`config.mk`:
```
export PLATFORM = sky130hd
export DESIGN_NAME = sad_datapath
export DESIGN_NICKNAME = d
export VERILOG_FILES = /design/src/sad_pkg.sv /design/src/sad_datapath.sv
export SDC_FILE = /design/constraint.sdc
export NUM_CORES = 1
export LEC_CHECK = 0
export BUFFER_PORTS_ARGS = -buffer_cell sky130_fd_sc_hd__buf_4
export CORE_AREA = 2 2 92 94
export DETAILED_ROUTE_END_ITERATION = 6
export DIE_AREA = 0 0 94 96
export GPL_TIMING_DRIVEN = 0
export PLACE_DENSITY = 0.84
export SLEW_MARGIN = 20
export SYNTH_ARGS = -nofsm -noshare
export SYNTH_HDL_FRONTEND = slang
export SYNTH_SLANG_ARGS = --single-unit
```
`constraint.sdc`:
```
create_clock -name i_core_clk -period 3.9 [get_ports i_core_clk]
set_input_delay 0.195 -clock i_core_clk [delete_from_list [all_inputs] [get_ports i_core_clk]]
set_output_delay 0.195 -clock i_core_clk [all_outputs]
set_load 0.01 [all_outputs]
```
`src/sad_pkg.sv`:
```
// Functional notes
// - word add: signed 32-bit sum clamped to signed 32-bit range, written to destination
// - word add that clamps sets the sticky saturation flag
// - dual halfword add: two independent signed 16-bit adds, no carry between lanes
// - each halfword lane clamped to -32768..32767
// - low halfwords give result 15:0, high halfwords give result 31:16
// - quad byte add: four independent signed 8-bit adds, no carry across lanes
// - each byte lane clamped to -128..127 into its matching byte
// - byte lanes land at 7:0, 15:8, 23:16, 31:24 from same-position source bytes
// - without the signal-processing extension all three operations are undefined
package sad_pkg;
    localparam int SAD_DATA_W   = 32;
    localparam int SAD_HALF_W   = 16;
    localparam int SAD_BYTE_W   = 8;
    localparam int SAD_REG_IDX_W = 4;
    localparam logic [3:0] SAD_REG_SP = 4'hd;
    localparam logic [3:0] SAD_REG_PC = 4'hf;
    localparam logic SAD_FLAG_RST = 1'b0;

    // operation select, one-hot
    typedef enum logic [2:0] {
        SAD_OP_WORD = 3'b001,
        SAD_OP_HALF = 3'b010,
        SAD_OP_BYTE = 3'b100
    } sad_op_e;

    // one issued instruction
    typedef struct packed {
        sad_op_e                    op;
        logic [SAD_REG_IDX_W-1:0]   dst;
        logic [SAD_DATA_W-1:0]      src_first;
        logic [SAD_DATA_W-1:0]      src_second;
    } sad_req_s;

    // register file write-back
    typedef struct packed {
        logic [SAD_REG_IDX_W-1:0]   dst;
        logic [SAD_DATA_W-1:0]      data;
    } sad_wb_s;
endpackage

```
`src/sad_datapath.sv`:
```
`timescale 1ns/10ps
`default_nettype none
module sad_datapath
    import sad_pkg::*;
#(
    parameter bit EXT_PRESENT = 1'b1
) (
    // clock and reset
    input  wire logic     i_core_clk,
    input  wire logic     i_rst,
    // issue from the decoder
    input  wire logic     i_valid,
    input  wire logic     i_cond_pass,
    input  wire sad_req_s i_req,
    // write-back to the register file
    output logic          o_wb_valid,
    output sad_wb_s       o_wb,
    // decode outcome and status
    output logic          o_undefined,
    output logic          o_unpredictable,
    output logic          o_sat_flag
);
    localparam int NB = SAD_DATA_W / SAD_BYTE_W;
    localparam int NH = SAD_DATA_W / SAD_HALF_W;

    logic [SAD_DATA_W-1:0] a;
    logic [SAD_DATA_W-1:0] b;
    logic [SAD_DATA_W-1:0] byte_res;
    logic [SAD_DATA_W-1:0] half_res;
    logic [SAD_DATA_W-1:0] word_res;
    logic                  word_sat;
    logic [SAD_DATA_W:0]   word_sum;

    assign a = i_req.src_first;
    assign b = i_req.src_second;

    // byte lanes: each lane has its own 9-bit sum so no carry leaks across
    for (genvar g = 0; g < NB; g++) begin : g_byte
        logic [SAD_BYTE_W:0] s;
        assign s = {a[g*8+7], a[g*8 +: 8]} + {b[g*8+7], b[g*8 +: 8]};
        // two top bits differ means overflow; clamp toward the sign
        assign byte_res[g*8 +: 8] = (s[8] != s[7]) ? {s[8], {7{~s[8]}}} : s[7:0];
    end

    // halfword lanes, same scheme at 16 bits
    for (genvar g = 0; g < NH; g++) begin : g_half
        logic [SAD_HALF_W:0] s;
        assign s = {a[g*16+15], a[g*16 +: 16]} + {b[g*16+15], b[g*16 +: 16]};
        assign half_res[g*16 +: 16] = (s[16] != s[15]) ? {s[16], {15{~s[16]}}} : s[15:0];
    end

    // full word add with clamp
    assign word_sum = {a[31], a} + {b[31], b};
    assign word_sat = word_sum[32] != word_sum[31];
    assign word_res = word_sat ? {word_sum[32], {31{~word_sum[32]}}} : word_sum[31:0];

    logic       wb_valid_r, wb_valid_nxt;
    sad_wb_s    wb_r, wb_nxt;
    logic       undef_r, undef_nxt;
    logic       unpred_r, unpred_nxt;
    logic       sat_r, sat_nxt;
    logic       bad_reg;

    // stack pointer or program counter as destination is outside the contract; the
    // sources arrive as values only, so their indices cannot be screened here
    assign bad_reg = (i_req.dst == SAD_REG_SP) || (i_req.dst == SAD_REG_PC);

    // next-state: result select, undefined trap, sticky flag
    always_comb begin
        wb_valid_nxt = 1'b0;
        wb_nxt       = '{dst: i_req.dst, data: '0};
        undef_nxt    = 1'b0;
        unpred_nxt   = 1'b0;
        sat_nxt      = sat_r;
        if (i_valid && i_cond_pass) begin
            if (!EXT_PRESENT) begin
                undef_nxt = 1'b1;
            end else begin
                wb_valid_nxt = 1'b1;
                unpred_nxt   = bad_reg;
                case (i_req.op)
                    SAD_OP_WORD: begin
                        wb_nxt.data = word_res;
                        sat_nxt     = sat_r | word_sat; // only ever sets
                    end
                    SAD_OP_HALF: wb_nxt.data = half_res;
                    SAD_OP_BYTE: wb_nxt.data = byte_res;
                    default:     wb_valid_nxt = 1'b0;
                endcase
            end
        end
    end

    // registers; the flag only resets, no add clears it
    always_ff @(posedge i_core_clk) begin
        if (i_rst) begin
            wb_valid_r <= 1'b0;
            wb_r       <= '0;
            undef_r    <= 1'b0;
            unpred_r   <= 1'b0;
            sat_r      <= SAD_FLAG_RST;
        end else begin
            wb_valid_r <= wb_valid_nxt;
            wb_r       <= wb_nxt;
            undef_r    <= undef_nxt;
            unpred_r   <= unpred_nxt;
            sat_r      <= sat_nxt;
        end
    end

    assign o_wb_valid      = wb_valid_r;
    assign o_wb            = wb_r;
    assign o_undefined     = undef_r;
    assign o_unpredictable = unpred_r;
    assign o_sat_flag      = sat_r;

    // reference for the checks: each lane is sign-extended into a wide integer and
    // clamped by comparison, so it shares no adder or overflow logic with the lanes
    // above and a wrong clamp there cannot hide behind the same mistake here
    function automatic logic [SAD_DATA_W-1:0] ref_clamp(input longint sum,
                                                        input int     w);
        longint hi;
        longint lo;
        longint c;
        hi = (longint'(1) <<< (w - 1)) - 1;
        lo = -(longint'(1) <<< (w - 1));
        c  = sum;
        if (c > hi) begin
            c = hi;
        end else if (c < lo) begin
            c = lo;
        end
        return SAD_DATA_W'(c & ((longint'(1) <<< w) - 1));
    endfunction

    // reference add of w-bit signed lanes, each lane clamped on its own
    function automatic logic [SAD_DATA_W-1:0] ref_lanes(input logic [SAD_DATA_W-1:0] x,
                                                        input logic [SAD_DATA_W-1:0] y,
                                                        input int                    w);
        logic [SAD_DATA_W-1:0] r;
        longint                sx;
        longint                sy;
        r = '0;
        for (int k = 0; k < SAD_DATA_W / w; k++) begin
            // move the lane to the top, then shift it down with its sign
            sx = longint'($signed(x << (SAD_DATA_W - w * (k + 1)))) >>> (SAD_DATA_W - w);
            sy = longint'($signed(y << (SAD_DATA_W - w * (k + 1)))) >>> (SAD_DATA_W - w);
            r  = r | (ref_clamp(sx + sy, w) << (w * k));
        end
        return r;
    endfunction

    logic [SAD_DATA_W-1:0] ref_word;
    logic [SAD_DATA_W-1:0] ref_half;
    logic [SAD_DATA_W-1:0] ref_byte;
    logic                  ref_word_ovf;
    logic                  any_issue;
    logic                  word_issue;
    logic                  word_ovf_issue;

    // reference results for the current issue, one per operation
    assign ref_word       = ref_lanes(a, b, SAD_DATA_W);
    assign ref_half       = ref_lanes(a, b, SAD_HALF_W);
    assign ref_byte       = ref_lanes(a, b, SAD_BYTE_W);
    // the word add clamped when the wide sum differs from its clamped value
    assign ref_word_ovf   = (longint'($signed(a)) + longint'($signed(b)))
                         != longint'($signed(ref_word));
    // executed issues, as the checks see them
    assign any_issue      = i_valid && i_cond_pass && EXT_PRESENT;
    assign word_issue     = any_issue && (i_req.op == SAD_OP_WORD);
    assign word_ovf_issue = word_issue && ref_word_ovf;
endmodule
`default_nettype wire

```
==> flow_metrics.py, run 1 <==
metrics = {
    "power": {
        "switchingPower_w": 0.000623,
        "p_leak_nw": 2.39,
        "p_total_w": 0.00159,
        "p_sw_frac": 0.392,
        "seqPwrFrac": 0.256,
        "p_clk_frac": 0.265,
        "vdd_drop_max_uv": 153,
        "pwr-share-comb": 0.479,
        "power_density_nw_per_um2": 290,
        "p_int_w": 0.000965,
    },
    "sta": {
        "finClkSkew_ns": 0,
        "slew_violations": 0,
        "fin_crit_sh": 0.842,
        "worst_pin_slew_ns": 0.731,
        "max_freq_mhz": 305,
        "rsz0062_at_grt": "false",
        "max_slew_margin": 0.507,
        "min_period_ns": 3.28,
        "tns_ns": 0,
        "finalHoldViolCount": 0,
        "finalSetupViolCount": 0,
    },
    "detailed_routing": {
        "antenna_left": 0,
        "wl_per_cell_um": 16.8,
        "drtIter0Drc": 322,
        "drt_first_pass_iters": 5,
        "vias": 4939,
        "drc_errors": 0,
        "avgViaCountPerCell": 6.08,
        "wl_um": 13600,
    },
    "global_route": {
        "grt-ovfl-total": 0,
        "grt_pass1_vias": 4580,
        "grtUsageTotal": 0.298,
        "grt_pass1_wl_um": 21500,
        "antenna_found_initial": 0,
        "grt_max_degree": 13,
    },
    "die": {
        "die_height_um": 96,
        "dieArea_um2": 9020,
        "coreArea_um2": 8050,
        "fp.dieW_um": 94,
        "start_util": 0.541,
        "rows": 33,
        "io_pins": 115,
    },
    "clocking": {
        "clk_path_buf_depth": 2,
        "numCtsBuffers": 5,
        "cts_tree": "built",
        "cts_resized": 0,
        "worstSkewPairLatency_ns": 0.30,
        "postCtsHoldBufs": 0,
        "cts.reportedPaths.clkPinSlew_ns": 0.09,
        "clockRootBuffer": "clkbuf_8",
        "post_cts_buffers": 0,
        "h-tree-depth": 2,
        "clock-sinks": 39,
    },
    "finish": {
        "final_cell_count_no_fill": 813,
        "fin_area_um2": 5470,
        "diodes": 0,
        "fillers": 701,
        "final_nets": 818,
        "utilization": 0.679,
        "drive_above_1_share": 0.239,
        "area_delta_synth_final_pct": 25.5,
    },
    "synthesis": {
        "synth-edff-count": 0,
        "synth-main-ff-cell": "dfxtp_1",
        "synthesis.nets": 698,
        "async_flop_share": 0,
        "yosysWarnings": 0,
        "netlist_instances": 587,
        "avgSynthCellArea_um2": 7.42,
        "synth.distinct_cells": 66,
        "yosysSeqAreaShare": 0.179,
        "netlist_area_um2": 4350,
        "synth-seq-cells": 39,
    },
    "worst_setup_path": {
        "crit_fanout": 10,
        "crit_type": "in -> reg",
        "arrival_ns": 3.50,
        "critPathLaunchType": "input port",
        "required_ns": 4.11,
        "end_kind": "register",
    },
    "min_path": {
        "hp-class": "in -> reg",
    },
    "placed_design": {
        "port_buffers": 113,
        "dp.cells": 805,
        "routabilityCongestion": 0.964,
        "placed_area_um2": 5330,
        "dpl.hpwl_um": 10700,
    },
    "run_status": {
        "status": "finished, final reports clean",
    },
    "run": {
        "cap_violations": 0,
    },
}
-- worst max-delay path, stage by stage --
cell,delay (ns)
buf_4,0.08
ha_1,0.22
inv_1,0.09
fa_1,0.45
nand2b_1,0.23
a211oi_2,0.33
o21ba_2,0.18
o211ai_1,0.14
a21oi_1,0.50
a31oi_4,0.11
a311oi_4,0.38
buf_4,0.27
o21ai_0,0.11
a31oi_1,0.20
-- power by group through the flow --
stage | clock network [W] | registers (W) | logic, W
floorplan | 0 | 0.000419 | 0.000526
global placement | 0 | 0.000415 | 0.000722
detailed placement | 0 | 0.000416 | 0.000740
CTS | 0.000423 | 0.000406 | 0.000745
global route | 0.000436 | 0.000407 | 0.000829
finish | 0.000421 | 0.000406 | 0.000761
-- path summary, 6_finish.rpt --
| check | cells past startpoint | startpoint | end | slack, ns |
|---|---|---|---|---|
| setup / recovery | 14 | i_req[16] | o_wb[30] | 0.62 |
| hold / removal | 2 | i_rst | o_wb[33] | 0.09 |
| setup reg to reg | 2 | o_sat_flag | o_sat_flag | 3.33 |
| hold reg to reg | 2 | o_sat_flag | o_sat_flag | 0.48 |
-- per-stage QoR --
stage / setup slack, ns / hold slack, ns
6_report: 0.616 / 0.0904
5_1_grt: 0.422 / 0.0933
4_1_cts: 0.705 / 0.0847
3_5_place_dp: 0.407 / 0.407
3_3_place_gp: 0.476 / 0.406
2_1_floorplan: 1.04 / 0.267
-- final cells by class --
class / instances / area (um2) / share of cell area
buffer: 38 / 209 / 0.0382
clock buffer: 6 / 72.6 / 0.0133
clock inverter: 2 / 60.1 / 0.0110
inverter: 23 / 86.3 / 0.0158
multi-input combinational: 487 / 3280 / 0.600
sequential: 39 / 781 / 0.143
tap: 105 / 131 / 0.0240
timing repair buffer: 113 / 848 / 0.155
-- per-layer routing --
metal / GRT usage / part of all wire
met1: 0.367 / 0.41
met3: 0.0313 / 0.068
met2: 0.530 / 0.49
met5: 0 / 0
met4: 0.122 / 0.033
-- placed cells by master (no fill, tap or decap), drive strengths merged, types with 8 or more instances in the layout --
master    n
nand2    45
inv      23
o211ai    9
xor2     21
o21ai    81
nor2     45
nand2b   13
a21o     23
nand3    11
clkbuf   15
a31oi    41
nor2b     8
ha       32
a21oi    45
dfxtp    39
buf     142
xnor2    30
-- cell usage after synthesis (all sizes together) (3+ instances only) --
master / n / area (um2)
o31ai: 4 / 30.0
o21ai: 81 / 405
xnor2: 30 / 270
inv: 23 / 86.3
fa: 4 / 80.1
o211ai: 9 / 77.6
a21boi: 3 / 26.3
and2: 5 / 33.8
clkbuf: 9 / 35.0
a21o: 23 / 173
nor2b: 8 / 50.1
a22oi: 3 / 22.5
nand2b: 13 / 81.3
buf: 29 / 174
a221oi: 3 / 32.5
nor2: 45 / 169
dfxtp: 39 / 781
o21a: 5 / 37.5
nand4: 6 / 37.5
a31oi: 41 / 299
a21oi: 45 / 229
nand2: 45 / 169
a311oi: 4 / 52.6
or2: 3 / 18.8
nor3: 7 / 35.0
xor2: 21 / 184
a211oi: 5 / 42.5
nand3: 11 / 55.1
o21bai: 4 / 30.0
and3: 3 / 18.8
ha: 32 / 400
-- registers in the layout (all words and copies together) (netlist names) --
name / cells
o_wb: 36
o_sat_flag: 1
o_unpredictable: 1
o_wb_valid: 1
-- logic make-up after synthesis --
family                     count (synthesis)  synth area share
other                                      1          0.000861
adders and majority gates                 38             0.115
xor gates and xnor gates                  51             0.104
AOI/OAI and AO/OA                        246             0.368
muxes                                      1           0.00230
buffers and inverters                     61            0.0678
DFF                                       39             0.179
and+or+nand+nor                          150             0.163
Note: power is estimated with default switching activity, not from simulation.
==> run 2: changes to the inputs <==
ABC_AREA = 1   (was default)
CORE_AREA = 2 2 100 102   (was 2 2 92 94)
DIE_AREA = 0 0 102 104   (was 0 0 94 96)
clock period = 3.25 ns   (was 3.9 ns; I/O delays follow)
==> run 2 against run 1 <==
Against the previous run: total power up 25%; area after synthesis grew 22%; final area is 17% higher; die area rose by 18%; clock-buffer cell count down 1; global-route usage is 1.7 points lower; wire length grew 6.9%; setup slack gained 0.31 ns; synthesized cell count is 65% higher; sequential share of layout area fell by 2.1 points.
==> flow_metrics.py, run 2 <==
metrics = {
    "die": {
        "start_util": 0.557,
        "dieArea_um2": 10600,
        "io_pins": 115,
        "fp.dieW_um": 102,
        "rows": 36,
        "coreArea_um2": 9550,
        "die_height_um": 104,
    },
    "finish": {
        "final_cell_count_no_fill": 1219,
        "final_nets": 1197,
        "final_cell_mix": "nand2_1, inv_1, nand3_1",
        "fillers": 965,
        "final_common_cell": "nand2_1",
        "drive_above_1_share": 0.166,
        "diodes": 0,
        "largest_reg_flops": 36,
        "area_delta_synth_final_pct": 20.6,
    },
    "synthesis": {
        "avgSynthCellArea_um2": 5.51,
        "yosysTopAreaCellShare": 0.233,
        "synth_top_cell_by_area": "nand2_1",
        "synth-main-ff-cell": "dfxtp_1",
        "synth_commonest_cells": "nand2_1, inv_1, nand3_1",
        "synthesis.nets": 1077,
        "yosysWarnings": 0,
        "yosysMostFrequentCell": "nand2_1",
        "netlist_instances": 966,
        "synth.distinct_cells": 36,
        "ys_top_cells_by_area": "nand2_1, dfxtp_1, nand3_1, inv_1, a21oi_1",
        "yosysSeqAreaShare": 0.147,
        "synth-seq-cells": 39,
        "async_flop_share": 0,
        "synth-edff-count": 0,
        "netlist_area_um2": 5320,
    },
    "detailed_routing": {
        "drtIter0Drc": 482,
        "vias": 6216,
        "wl_per_cell_um": 12.0,
        "avgViaCountPerCell": 5.10,
        "drc_errors": 0,
        "antenna_left": 0,
        "drt_first_pass_iters": 5,
        "wl_um": 14600,
    },
    "clocking": {
        "post_cts_buffers": 0,
        "cts_tree": "built",
        "cts_resized": 0,
        "cts.reportedPaths.clkPinSlew_ns": 0.07,
        "clk_path_buf_depth": 2,
        "h-tree-depth": 2,
        "worstSkewPairLatency_ns": 0.29,
        "clock-sinks": 39,
        "postCtsHoldBufs": 0,
        "clockRootBuffer": "clkbuf_8",
        "numCtsBuffers": 5,
    },
    "sta": {
        "fin_crit_sh": 0.714,
        "finalSetupViolCount": 0,
        "worst_pin_slew_ns": 0.904,
        "finClkSkew_ns": 0,
        "min_period_ns": 2.32,
        "slew_violations": 0,
        "tns_ns": 0,
        "finalHoldViolCount": 0,
        "rsz0062_at_grt": "false",
        "max_slew_margin": 0.393,
        "max_freq_mhz": 431,
    },
    "power": {
        "vdd_drop_max_uv": 161,
        "power_density_nw_per_um2": 309,
        "p_leak_nw": 3.72,
        "pwr-share-comb": 0.600,
        "p_int_w": 0.00108,
        "switchingPower_w": 0.000905,
        "p_sw_frac": 0.456,
        "seqPwrFrac": 0.250,
        "p_clk_frac": 0.150,
    },
    "placed_design": {
        "dpl.hpwl_um": 12500,
        "dp.cells": 1212,
        "routabilityCongestion": 0.984,
        "port_buffers": 113,
    },
    "global_route": {
        "grt_pass1_vias": 5283,
        "grt-ovfl-total": 0,
        "grt_max_degree": 13,
        "antenna_found_initial": 0,
        "grt_pass1_wl_um": 24400,
        "grtUsageTotal": 0.280,
    },
    "min_path": {
        "hp-class": "in -> reg",
        "min_to": "o_wb[33]",
        "min_path_cells": 2,
        "min_from": "i_rst",
    },
    "worst_setup_path": {
        "crit_type": "in -> reg",
        "arrival_ns": 2.48,
        "required_ns": 3.40,
        "critPathLaunchType": "input port",
        "r2r_end": "o_sat_flag",
        "r2r_setup_slack_ns": 2.66,
        "rr_worst_depth": 2,
        "end_kind": "register",
        "timing.rr.start": "o_sat_flag",
        "crit_fanout": 10,
    },
    "run": {
        "cap_violations": 0,
    },
    "run_status": {
        "status": "finished, final reports clean",
    },
}
run 2: cell count changes after synthesis, sizes merged, moves of 41 or more:
cell and delta:
nand3 +121, inv +132, a31oi -41, a21oi +56
nand2 +306, o21ai -72
run 2: cells by family after synthesis:
group,count (synthesis),synth area share
other cells,1,0.000705
xor+xnor,33,0.0543
simple gates,557,0.444
flops,39,0.147
buf+inv,181,0.139
compound gates,119,0.125
fa+ha+maj,36,0.0903
run 2: area by class of cell:
| cell class | count | area [um2] | area share |
|---|---|---|---|
| Clock buffer | 5 | 68.8 | 0.0107 |
| Clock inverter | 2 | 13.8 | 0.00214 |
| Inverter | 157 | 589 | 0.0918 |
| Buffer | 24 | 149 | 0.0232 |
| Tap cell | 133 | 166 | 0.0259 |
| Multi-Input combinational cell | 746 | 3800 | 0.592 |
| Sequential cell | 39 | 781 | 0.122 |
| Timing Repair Buffer | 113 | 848 | 0.132 |
run 2: per-layer routing:
layer / GRT usage / part of all wire
met5: 0 / 0
met4: 0.0781 / 0.019
met3: 0.0262 / 0.091
met2: 0.408 / 0.42
met1: 0.434 / 0.47
run 2: worst max-delay path: stages:
cell	delay, ns
buf_4	0.08
ha_1	0.18
inv_1	0.09
fa_1	0.44
inv_1	0.12
nand2_1	0.07
nand2_2	0.11
nand2_1	0.08
nand2_2	0.13
nand2_1	0.09
nand3_1	0.08
nand2_1	0.11
nand2_2	0.15
buf_2	0.23
nand3_1	0.10
a21oi_1	0.16
a21oi_1	0.09
run 2: per-stage QoR:
step / hold WS [ns] / utilization / area [um2] / setup slack (ns) / power (W)
6_report: 0.0655 / 0.672 / 6420 / 0.929 / 0.00198
5_1_grt: 0.0672 / 0.672 / 6420 / 0.619 / 0.00216
4_1_cts: 0.0647 / 0.672 / 6420 / 0.969 / 0.00197
3_5_place_dp: 0.372 / 0.664 / 6340 / 0.683 / 0.00167
3_3_place_gp: 0.367 / 0.664 / 6340 / 0.647 / 0.00166
2_1_floorplan: 0.234 / - / 5320 / 1.14 / 0.00136
run 2: worst max-delay path by stage:
stage / slack (ns) / to / start / cells past startpoint
floorplan: 1.14 / o_wb[24] / i_req[16] / 16
global placement: 0.65 / o_wb[16] / i_req[16] / 16
detailed placement: 0.68 / o_wb[26] / i_req[16] / 17
CTS: 0.97 / o_wb[26] / i_req[16] / 17
global route: 0.62 / o_wb[24] / i_req[16] / 17
finish: 0.93 / o_wb[26] / i_req[16] / 17
run 2: power groups by stage:
stage | Combinational [W] | Sequential [W] | Clock, W
floorplan | 0.000849 | 0.000514 | 0
global placement | 0.00115 | 0.000506 | 0
detailed placement | 0.00116 | 0.000506 | 0
CTS | 0.00117 | 0.000495 | 0.000305
global route | 0.00134 | 0.000496 | 0.000324
finish | 0.00119 | 0.000495 | 0.000298
==> run 3: changes to the inputs <==
clock period = 2.34 ns   (was 3.25 ns; I/O delays follow)
==> run 3 against run 2 <==
Against the previous run: sequential cell count is the same; clock-buffer cell count is the same; utilization grew 0.66 points; critical path depth increased by 1; sequential share of layout area fell by 0.12 points; global-route usage stayed put; sequential power grew 39%; non-clock buffer count grew 2; clock power grew 39%; via count about the same; die area is the same; wire length increased by 0.83%; highest routed layer unchanged.
==> flow_metrics.py, run 3 (synthesized netlist as in run 2, its figures left out) <==
metrics = {
    "run_status": {
        "status": "finished, final reports clean",
    },
    "clocking": {
        "worstSkewPairLatency_ns": 0.29,
        "clockRootBuffer": "clkbuf_8",
        "numCtsBuffers": 5,
        "clk_path_buf_depth": 2,
        "h-tree-depth": 2,
        "clock-sinks": 39,
        "cts_tree": "built",
        "cts.reportedPaths.clkPinSlew_ns": 0.07,
    },
    "sta": {
        "tns_ns": 0,
        "max_freq_mhz": 458,
        "finalHoldViolCount": 0,
        "finClkSkew_ns": 0,
        "rsz0062_at_grt": "false",
        "fin_crit_sh": 0.933,
        "worst_pin_slew_ns": 0.883,
        "max_slew_margin": 0.407,
        "finalSetupViolCount": 0,
        "slew_violations": 0,
        "min_period_ns": 2.18,
    },
    "finish": {
        "utilization": 0.679,
        "diodes": 0,
        "fin_area_um2": 6480,
        "final_nets": 1199,
        "final_cell_mix": "nand2_1, inv_1, nand3_1",
        "area_delta_synth_final_pct": 21.8,
        "drive_above_1_share": 0.175,
        "largest_reg_flops": 36,
        "final_common_cell": "nand2_1",
    },
    "placed_design": {
        "dpl.hpwl_um": 12500,
        "placed_area_um2": 6340,
        "port_buffers": 113,
        "routabilityCongestion": 0.984,
    },
    "power": {
        "power_density_nw_per_um2": 430,
        "seqPwrFrac": 0.246,
        "switchingPower_w": 0.00127,
        "p_clk_frac": 0.149,
        "pwr-share-comb": 0.605,
        "p_int_w": 0.00152,
        "p_total_w": 0.00279,
        "p_leak_nw": 3.74,
        "p_sw_frac": 0.456,
        "vdd_drop_max_uv": 224,
    },
    "worst_setup_path": {
        "crit_fanout": 10,
        "crit_start": "i_req[0]",
        "timing.rr.start": "o_sat_flag",
        "crit_type": "in -> reg",
        "end_kind": "register",
        "max_stage_delay_ns": 0.44,
        "worst_path_dominant_cell_family": "simple AND/OR/NAND/NOR gates",
        "path_buf_inv": 2,
        "slowest_stage": "fa_1",
        "cp_cell_sequence": "buf_4, ha_1, fa_1, nand2_1, nand2_1, nand3_1, nand2_2, nand2_2, nand2_2, nand2_2, nand2_1, nand2_1, nand2_1, nand2_2, clkbuf_4, nand3_1, nand2_1, a21oi_1",
        "r2r_end": "o_sat_flag",
        "r2r_setup_slack_ns": 1.75,
        "cp_common_cell": "nand2_1",
        "arrival_ns": 2.33,
        "rr_worst_depth": 2,
        "critPathLaunchType": "input port",
        "required_ns": 2.49,
    },
    "detailed_routing": {
        "drt_first_pass_iters": 5,
        "wl_um": 14700,
        "avgViaCountPerCell": 5.09,
        "drc_errors": 0,
        "vias": 6219,
        "wl_per_cell_um": 12.0,
        "drtIter0Drc": 480,
        "antenna_left": 0,
    },
    "global_route": {
        "grt_pass1_wl_um": 24400,
        "grt_max_degree": 13,
        "antenna_found_initial": 0,
        "grt-ovfl-total": 0,
        "grtUsageTotal": 0.280,
        "grt_pass1_vias": 5283,
    },
    "die": {
        "coreArea_um2": 9550,
        "fp.dieW_um": 102,
        "start_util": 0.557,
        "rows": 36,
        "dieArea_um2": 10600,
        "die_height_um": 104,
        "io_pins": 115,
    },
    "min_path": {
        "min_to": "o_wb[33]",
        "hp-class": "in -> reg",
        "min_from": "i_rst",
        "min_path_cells": 2,
    },
    "run": {
        "cap_violations": 0,
    },
}
## run 3: how the worst max path moves through the flow
stage	slack, ns	cells after the start	endpoint
6_report	0.16	18	o_wb[18]
5_1_grt	0.004	18	o_wb[16]
4_1_cts	0.10	17	o_wb[26]
3_5_place_dp	-0.18	17	o_wb[26]
3_3_place_gp	-0.22	16	o_wb[16]
2_1_floorplan	0.27	16	o_wb[24]
## run 3: timing repair
item,CTS,global route
endpoints found under the setup margin,0,29
gates resized for setup,0,18
hold buffers,0,0
buffers inserted,0,2
## run 3: layout make-up
class | count | area (um2)
buffer | 24 | 161
timing repair buffer | 115 | 863
fill | 950 | 3070
multi-input combinational | 746 | 3840
sequential | 39 | 781
tap | 133 | 166
clock buffer | 5 | 68.8
clock inverter | 2 | 13.8
inverter | 157 | 589
## run 3: per-stage QoR
stage                     instances  hold slack, ns  setup slack [ns]
after global routing           1221          0.0217           0.00427
after CTS                      1219          0.0192             0.105
after detailed placement       1212           0.327            -0.182
after floorplan                 966           0.188             0.274
final                          1221          0.0201             0.158
after global placement         1212           0.321            -0.217
## run 3: power by group through the flow
stage / clock network, W / registers, W / logic, W
after global routing: 0.000450 / 0.000689 / 0.00190
after CTS: 0.000424 / 0.000688 / 0.00162
after global placement: 0 / 0.000702 / 0.00160
after detailed placement: 0 / 0.000703 / 0.00162
final: 0.000415 / 0.000688 / 0.00169
after floorplan: 0 / 0.000713 / 0.00118
## run 3: routing by layer
metal / part of all wire / global-route usage / up-vias / wire length (um)
li1: - / - / 3291 / -
met1: 0.47 / 0.434 / 2644 / 6950
met2: 0.42 / 0.408 / 266 / 6160
met3: 0.089 / 0.0262 / 18 / 1310
met4: 0.018 / 0.0781 / 0 / 265
met5: 0 / 0 / - / 0
## run 3: worst register-to-register path: stages, from the launching register on
cell and delay, ns:
dfxtp_1 0.32, a21oi_1 0.12, nor2_1 0.05
